[config.mk]
export PLATFORM = sky130hd
export DESIGN_NAME = irq_ack_wakeup
export DESIGN_NICKNAME = d
export VERILOG_FILES = /design/src/hw/irq_ack_pkg.sv /design/src/hw/irq_ack_wakeup.sv
export SDC_FILE = /design/constraint.sdc
export NUM_CORES = 2
export LEC_CHECK = 0
export ABC_AREA = 1
export BUFFER_PORTS_ARGS = -buffer_cell sky130_fd_sc_hd__buf_2
export CAP_MARGIN = 20
export CORE_AREA = 2 2 405 407
export DETAILED_ROUTE_END_ITERATION = 12
export DIE_AREA = 0 0 407 409
export GPL_ROUTABILITY_DRIVEN = 0
export PLACE_DENSITY = 0.49
export SLEW_MARGIN = 10
export SYNTH_ARGS = -nofsm -noshare
export SYNTH_HDL_FRONTEND = slang
export SYNTH_SLANG_ARGS = --single-unit
[constraint.sdc]
create_clock -name clk -period 191.2 [get_ports clk]
set_input_delay 9.56 -clock clk [delete_from_list [all_inputs] [get_ports clk]]
set_output_delay 9.56 -clock clk [all_outputs]
set_load 0.005 [all_outputs]
[src/hw/irq_ack_pkg.sv]
package irq_ack_pkg;

	// source map
	localparam int              NUM_SRC           = 64;
	localparam int              FIXED_SRC_LAST    = 7;
	localparam int              CHAN_FIRST_SRC    = 27;
	localparam int              NUM_CHAN          = 32;
	localparam int              GLOBAL_FLAG_SRC   = 59;

	// avalon byte offsets
	localparam logic [7:0]      OFS_GLOBAL_SW_ACK = 8'h00;
	localparam logic [7:0]      OFS_CTL0_SW_ACK   = 8'h20;
	localparam logic [7:0]      OFS_CTL1_SW_ACK   = 8'h24;
	localparam logic [7:0]      OFS_ACK_LP0       = 8'h40;
	localparam logic [7:0]      OFS_ACK_LP1       = 8'h44;
	localparam logic [7:0]      OFS_LOW_POWER     = 8'h48;
	localparam logic [7:0]      OFS_CHAN_FLAGS    = 8'h50;
	localparam logic [7:0]      OFS_CHAN_CLEAR    = 8'h54;
	localparam logic [7:0]      OFS_GLOBAL_FLAG   = 8'h58;

	// field positions
	localparam int              LP_LEVEL_LSB      = 4;
	localparam int              LPC_ENABLE_BIT    = 7;
	localparam int              LPC_MASK_LSB      = 4;
	localparam int              GEC_BIT           = 0;

	// reset values
	localparam logic [7:0]      ACK_LP_RST        = 8'h00;
	localparam logic [7:0]      LOW_POWER_RST     = 8'h00;
	localparam logic [31:0]     CHAN_FLAGS_RST    = 32'h0000_0000;

	// ranking: priority code doubled, fixed sources between codes 3 and 4
	localparam logic [3:0]      FIXED_RANK        = 4'h7;
	localparam logic [2:0]      MAX_WAKE_MASK     = 3'h6;

	typedef struct packed {
		logic       found;
		logic [5:0] src;
		logic [2:0] level;
		logic [3:0] rank;
	} win_s;

	typedef enum logic [2:0] {
		TGT_CTL0   = 3'b001,
		TGT_CTL1   = 3'b010,
		TGT_GLOBAL = 3'b100
	} target_e;

endpackage : irq_ack_pkg

[src/hw/irq_ack_wakeup.sv]
// How it works
// - explicit and implicit acknowledges behave alike
// - level acknowledge picks highest priority in level
// - level acknowledge stores level and priority
// - software acknowledge picks highest level then priority
// - software acknowledge stores level and priority
// - no source: zero vector; software acknowledge clears level/priority
// - global software acknowledge spans both controllers
// - global level acknowledge spans both controllers
// - ten byte-wide acknowledge registers return vectors
// - equal keys: first controller wins
// - higher second controller request wins
// - wake mask clamped to 0 through 6
// - wake path is purely combinational
// - wake when level exceeds effective mask
// - both wake outputs combined and forwarded
// - sources 27-58 are channel flags, write-one clear
// - source 59 global flag, above unused
// - priority code 000 lowest, 111 highest
// - fixed sources rank midpoint, priority reads zero
//
// Added by the designer: the Avalon-MM register port and the placing of the registers.
`timescale 1ns/1ps
module irq_ack_wakeup #(
	parameter logic [7:0] VEC_BASE0 = 8'h40,
	parameter logic [7:0] VEC_BASE1 = 8'h80
) (
	// clock, reset, enable
	input  wire logic                   clk,
	input  wire logic                   rst_b,
	input  wire logic                   ce,
	// avalon-mm slave
	input  wire logic [7:0]             address,
	input  wire logic                   read,
	input  wire logic                   write,
	input  wire logic [31:0]            writedata,
	input  wire logic [3:0]             byteenable,
	output logic      [31:0]            readdata,
	output logic                        waitrequest,
	// implicit acknowledge from the core
	input  wire logic                   ack_req,
	input  wire logic [2:0]             ack_level,
	output logic                        ack_done,
	output logic      [7:0]             ack_vector,
	// unmasked active requests and their level/priority fields
	input  wire logic [63:0]            src_req0,
	input  wire logic [63:0][5:0]       src_level_priority0,
	input  wire logic [63:0]            src_req1,
	input  wire logic [63:0][5:0]       src_level_priority1,
	// coprocessor flag events
	input  wire logic [31:0]            chan_event,
	input  wire logic                   global_event,
	// stop mode and wake-up
	input  wire logic                   core_stopped,
	output logic                        wake0,
	output logic                        wake1,
	output logic                        wake_any
);

	function automatic irq_ack_pkg::win_s pick(
		input logic [63:0]      req,
		input logic [63:0][5:0] cfg,
		input logic             use_lvl,
		input logic [2:0]       lvl,
		input logic             fixed
	);
		irq_ack_pkg::win_s w;
		logic [2:0]        l;
		logic [3:0]        r;
		w = '0;
		for (int i = 0; i < irq_ack_pkg::NUM_SRC; i++) begin
			l = cfg[i][5:3];
			r = {cfg[i][2:0], 1'b0};
			if (fixed && i >= 1 && i <= irq_ack_pkg::FIXED_SRC_LAST) begin
				l = 3'(i);
				r = irq_ack_pkg::FIXED_RANK;
			end
			// level first, then priority
			if (req[i] && l != 3'h0 && (!use_lvl || l == lvl) &&
				(!w.found || {l, r} > {w.level, w.rank})) begin
				w.found = 1'b1;
				w.src   = 6'(i);
				w.level = l;
				w.rank  = r;
			end
		end
		return w;
	endfunction : pick

	function automatic logic wake_hit(
		input logic [63:0]      req,
		input logic [63:0][5:0] cfg,
		input logic             fixed,
		input logic [2:0]       mask
	);
		logic       hit;
		logic [2:0] l;
		hit = 1'b0;
		for (int i = 0; i < irq_ack_pkg::NUM_SRC; i++) begin
			l = cfg[i][5:3];
			if (fixed && i >= 1 && i <= irq_ack_pkg::FIXED_SRC_LAST) begin
				l = 3'(i);
			end
			if (req[i] && l > mask) begin
				hit = 1'b1;
			end
		end
		return hit;
	endfunction : wake_hit

	// state
	logic                  phase;
	logic [7:0]            ack_lp0;
	logic [7:0]            ack_lp1;
	logic [7:0]            low_power_irq_control;
	logic [31:0]           coproc_channel_flag;
	logic                  coproc_global_flag;

	// second controller map: 27..58 channel flags, 59 global, above unused
	logic [63:0]           req1_eff;
	assign req1_eff = {4'h0, coproc_global_flag, coproc_channel_flag,
		src_req1[26:0]};

	// bus decode
	logic                  bus_req;
	logic                  bus_go;
	logic                  bus_done;
	logic                  is_level_blk;
	logic                  bus_ack_read;
	assign bus_req      = read | write;
	assign bus_go       = bus_req & ~phase & ~ack_req;
	assign bus_done     = bus_req & phase & ce;
	assign waitrequest  = bus_req & ~(phase & ce);
	assign is_level_blk = address[7:5] == 3'b000;
	assign bus_ack_read = read & (is_level_blk | address == irq_ack_pkg::OFS_CTL0_SW_ACK |
		address == irq_ack_pkg::OFS_CTL1_SW_ACK);

	// acknowledge engine shared by bus reads and core cycles
	irq_ack_pkg::target_e  tgt;
	logic [2:0]            sel_lvl;
	logic                  use_lvl;
	logic                  eng_go;
	assign tgt = ack_req ? irq_ack_pkg::TGT_GLOBAL :
		address == irq_ack_pkg::OFS_CTL0_SW_ACK ? irq_ack_pkg::TGT_CTL0 :
		address == irq_ack_pkg::OFS_CTL1_SW_ACK ? irq_ack_pkg::TGT_CTL1 :
		irq_ack_pkg::TGT_GLOBAL;
	assign sel_lvl = ack_req ? ack_level : is_level_blk ? address[4:2] : 3'h0;
	assign use_lvl = sel_lvl != 3'h0;
	assign eng_go  = ack_req | (bus_go & bus_ack_read);

	irq_ack_pkg::win_s     w0;
	irq_ack_pkg::win_s     w1;
	irq_ack_pkg::win_s     win;
	logic                  ctl1_better;
	logic                  win_ctl1;
	logic [7:0]            win_vec;
	logic [7:0]            win_lp;
	logic                  win_fixed;
	assign w0 = pick(src_req0, src_level_priority0, use_lvl, sel_lvl, 1'b1);
	assign w1 = pick(req1_eff, src_level_priority1, use_lvl, sel_lvl, 1'b0);
	// second controller only on a strictly greater key
	assign ctl1_better = w1.found & (~w0.found | ({w1.level, w1.rank} > {w0.level, w0.rank}));
	assign win_ctl1    = (tgt == irq_ack_pkg::TGT_CTL1) |
		((tgt == irq_ack_pkg::TGT_GLOBAL) & ctl1_better);
	assign win         = win_ctl1 ? w1 : w0;
	assign win_vec     = !win.found ? 8'h00 :
		(win_ctl1 ? VEC_BASE1 : VEC_BASE0) + {2'b00, win.src};
	assign win_fixed   = ~win_ctl1 & (win.src != 6'h00) &
		(win.src <= 6'(irq_ack_pkg::FIXED_SRC_LAST));
	assign win_lp      = {1'b0, win.level, 1'b0,
		win_fixed ? 3'h0 : win.rank[3:1]};

	// plain register reads
	logic [31:0]           reg_word;
	assign reg_word =
		address == irq_ack_pkg::OFS_ACK_LP0     ? {24'h00_0000, ack_lp0} :
		address == irq_ack_pkg::OFS_ACK_LP1     ? {24'h00_0000, ack_lp1} :
		address == irq_ack_pkg::OFS_LOW_POWER   ? {24'h00_0000, low_power_irq_control} :
		address == irq_ack_pkg::OFS_CHAN_FLAGS  ? coproc_channel_flag :
		address == irq_ack_pkg::OFS_GLOBAL_FLAG ? {31'h0000_0000, coproc_global_flag} :
		32'h0000_0000;

	// write strobes take effect on the completing edge
	logic [31:0]           be_mask;
	logic [31:0]           chan_clear;
	logic                  global_clear;
	logic                  lpc_write;
	assign be_mask      = {{8{byteenable[3]}}, {8{byteenable[2]}},
		{8{byteenable[1]}}, {8{byteenable[0]}}};
	assign chan_clear   = (bus_done & write & address == irq_ack_pkg::OFS_CHAN_CLEAR) ?
		(writedata & be_mask) : 32'h0000_0000;
	assign global_clear = bus_done & write & byteenable[0] &
		(address == irq_ack_pkg::OFS_GLOBAL_FLAG) & writedata[irq_ack_pkg::GEC_BIT];
	assign lpc_write    = bus_done & write & byteenable[0] &
		(address == irq_ack_pkg::OFS_LOW_POWER);

	always_ff @(posedge clk) begin
		if (!rst_b) begin
			phase    <= 1'b0;
			readdata <= 32'h0000_0000;
		end else if (ce) begin
			phase <= bus_go;
			if (bus_go && read) begin
				readdata <= bus_ack_read ? {24'h00_0000, win_vec} : reg_word;
			end
		end
	end

	always_ff @(posedge clk) begin
		if (!rst_b) begin
			ack_done   <= 1'b0;
			ack_vector <= 8'h00;
		end else if (ce) begin
			ack_done <= ack_req;
			if (ack_req) begin
				ack_vector <= win_vec;
			end
		end
	end

	always_ff @(posedge clk) begin
		if (!rst_b) begin
			ack_lp0 <= irq_ack_pkg::ACK_LP_RST;
			ack_lp1 <= irq_ack_pkg::ACK_LP_RST;
		end else if (ce && eng_go) begin
			if (win.found) begin
				if (win_ctl1) begin
					ack_lp1 <= win_lp;
				end else begin
					ack_lp0 <= win_lp;
				end
			end else if (!use_lvl) begin
				if (tgt != irq_ack_pkg::TGT_CTL1) begin
					ack_lp0 <= irq_ack_pkg::ACK_LP_RST;
				end
				if (tgt != irq_ack_pkg::TGT_CTL0) begin
					ack_lp1 <= irq_ack_pkg::ACK_LP_RST;
				end
			end
		end
	end

	always_ff @(posedge clk) begin
		if (!rst_b) begin
			low_power_irq_control <= irq_ack_pkg::LOW_POWER_RST;
			coproc_channel_flag   <= irq_ack_pkg::CHAN_FLAGS_RST;
			coproc_global_flag    <= 1'b0;
		end else if (ce) begin
			if (lpc_write) begin
				low_power_irq_control <= writedata[7:0];
			end
			// a set in the clearing cycle wins
			coproc_channel_flag <= (coproc_channel_flag & ~chan_clear) | chan_event;
			coproc_global_flag  <= (coproc_global_flag & ~global_clear) | global_event;
		end
	end

	// wake-up: no clocked element between requests and outputs
	logic                  stop_wake_enable;
	logic [2:0]            stop_wake_mask_level;
	logic [2:0]            eff_mask;
	logic                  wake_arm;
	assign stop_wake_enable     = low_power_irq_control[irq_ack_pkg::LPC_ENABLE_BIT];
	assign stop_wake_mask_level = low_power_irq_control[irq_ack_pkg::LPC_MASK_LSB +: 3];
	assign eff_mask = (stop_wake_mask_level > irq_ack_pkg::MAX_WAKE_MASK) ?
		irq_ack_pkg::MAX_WAKE_MASK : stop_wake_mask_level;
	assign wake_arm = core_stopped & stop_wake_enable;
	assign wake0    = wake_arm & wake_hit(src_req0, src_level_priority0, 1'b1, eff_mask);
	assign wake1    = wake_arm & wake_hit(req1_eff, src_level_priority1, 1'b0, eff_mask);
	assign wake_any = wake0 | wake1;

	// clears that are not overridden by a set in the same cycle
	logic [31:0]           chan_drop;
	logic                  global_drop;
	assign chan_drop   = chan_clear & ~chan_event;
	assign global_drop = global_clear & ~global_event;
endmodule : irq_ack_wakeup

==> out/qor.yml <==
status: "complete, no violations"
path_common_cell: "nand2_1"
core-area_um2: 162000
cts_tree: "done"
utilization: 0.3346
tightest_slew_ps: 1162
drv_cap: 0
detailed_place.area_um2: 53680
syn_nets: 9900
slowest_stage: "o21ai_1"
start_kind: "input port"
synthFlopType: "dfxtp_1"
ctsLongestPathBuffers: 2
final_common_cell: "nand2_1"
synthDistinctLibCells: 65
netlist_area_um2: 47390
die_h_um: 409
numPortBuffers: 924
rsz0062_at_grt: "false"
period_share: 0.5879
drtIter0Drc: 3833
drtAntennaViolNets: 0
cts_root_buffer: "clkbuf_16"
path_class: "in -> reg"
async_flop_share: 0
start_util: 0.2925
nFillCells: 18420
finalNetCount: 10650
max_freq_ghz: 0.008896
grt_use_total: 0.2545
syn_inst: 7972
detailedRoute.firstPassIterationCount: 6
crit_path_end_kind: "flop"
insertion_delay_ps: 390
drv_slew: 0
skew_ps: 13.24
path_clk_slew_ps: 90
cts_setup_buffers: 0
cp_max_fo: 41
vias: 57760
finalSetupViolCount: 0
cts_buffers: 9
hold_viol_final: 0
hpwl_um: 188700
viasPerCell: 5.249
hp-class: "reg -> reg"
fp.dieArea_um2: 166500
cp.required_ps: 191510
grt_pass1_wl_um: 327500
design_area_um2: 54220
worst_ep_arrival_time_ps: 112720
rows: 148
relSlewSlack: 0.2202
drive_gt1_frac: 0.1728
layout_common_cells: "1836 x nand2_1, 945 x ha_1, 924 x buf_2"
ys.warnings.count: 0
pin_count: 1028
synth-edff-count: 0
die_width_um: 407
ys_seq_area_frac: 0.04013
syn_avg_cell_area_um2: 5.944
grt_max_degree: 83
overflow: 0
antenna_found_initial: 204
grt_pass1_vias: 53960
slowest_delay_ps: 980
ys_seq_elements: 95
min_period_ps: 112410
cts_sinks: 95
drc_errors: 0
ctsHoldBuffers: 0
fin_setup_tns_ps: 0
routed_wl_um: 220600
wire_per_inst_um: 20.05
ctsResizeCount: 0
syn_to_final_growth_pct: 14.42
cts_htree_levels: 3
==> per-stage QoR <==
| stage | cells | worst slack [ps] | hold WS [ps] |
|---|---|---|---|
| floorplan | 7972 | 86710 | 429.1 |
| global placement | 10890 | 79720 | 451.7 |
| detailed placement | 10890 | 79290 | 455.3 |
| CTS | 10900 | 79350 | 466.9 |
| global route | 10970 | 66460 | 487.4 |
| finish | 11000 | 78790 | 465.9 |
==> critical path: cells and delay by family <==
| kind | cells | cell delay (ps) |
|---|---|---|
| fa+ha+maj | 60 | 19110 |
| buf+inv | 62 | 4850 |
| simple gates | 222 | 30060 |
| compound gates | 356 | 48880 |
==> final timing paths <==
| kind | startpoint | end | slack [ps] | depth (start not counted) |
|---|---|---|---|---|
| worst max register to register | coproc_channel_flag[0] | ack_lp0[5] | 133070 | 378 |
| worst min register to register | readdata[17] | readdata[17] | 470 | 2 |
| worst min-delay path | readdata[17] | readdata[17] | 470 | 2 |
| worst max-delay path | ack_req | ack_lp0[5] | 78790 | 700 |
==> synthesized netlist by cell type (19+ instances only) <==
cell type | number | area share
nand2_2 | 235 | 0.031
nand3_1 | 629 | 0.066
nand2_4 | 41 | 0.0097
or2_2 | 81 | 0.011
nand4_1 | 136 | 0.018
o21ai_0 | 879 | 0.093
nor3_1 | 19 | 0.0020
ha_1 | 945 | 0.25
a31oi_1 | 32 | 0.0042
o22ai_1 | 172 | 0.023
nor2_1 | 368 | 0.029
inv_1 | 912 | 0.072
o221ai_1 | 24 | 0.0044
o21a_1 | 119 | 0.019
o21ai_1 | 29 | 0.0031
clkbuf_1 | 115 | 0.0091
a21oi_1 | 756 | 0.080
nor2_2 | 85 | 0.011
clkbuf_8 | 29 | 0.0084
nand2_1 | 1836 | 0.15
nand3b_1 | 36 | 0.0057
o211ai_1 | 51 | 0.0081
xnor2_1 | 21 | 0.0039
inv_2 | 25 | 0.0020
dfxtp_1 | 95 | 0.040
buf_1 | 28 | 0.0022
buf_6 | 33 | 0.0078
o21bai_1 | 107 | 0.017
==> flip-flops by register name, indices dropped and copies added, names as in the netlist <==
register	flops
coproc_channel_flag	32
readdata	32
ack_vector	8
low_power_irq_control	8
ack_lp0	6
ack_lp1	6
ack_done	1
coproc_global_flag	1
phase	1
==> cells by family (layout without fill, tap and decap cells) <==
kind of cell	count (synthesis)	after routing	synth area share
xor gates and xnor gates	27	27	0.004990
and+or+nand+nor	3499	3499	0.3366
buffers and inverters	1181	1938	0.1080
DFF	95	95	0.04013
adders and majority gates	945	945	0.2495
other	0	99	0
AOI/OAI and AO/OA	2225	2225	0.2608
==> routing by layer <==
metal	wire length, um	up-vias	global-route usage
li1	-	29110	-
met1	94630	26520	0.3179
met2	103500	1586	0.4368
met3	15280	419	0.05238
met4	6364	124	0.07190
met5	817	-	0
==> cell type report <==
class / count / area (um^2) / area share
multi-input combinational: 6696 / 40430 / 0.7457
timing repair buffer: 967 / 4960 / 0.09147
inverter: 955 / 3660 / 0.06749
tap: 2175 / 2721 / 0.05019
sequential: 95 / 1902 / 0.03507
antenna: 99 / 247.7 / 0.004569
clock buffer: 9 / 225.2 / 0.004153
clock inverter: 7 / 73.82 / 0.001361
Power is not shown: default switching activity piles up to over one toggle a cycle in this logic, so the estimate is an artifact.
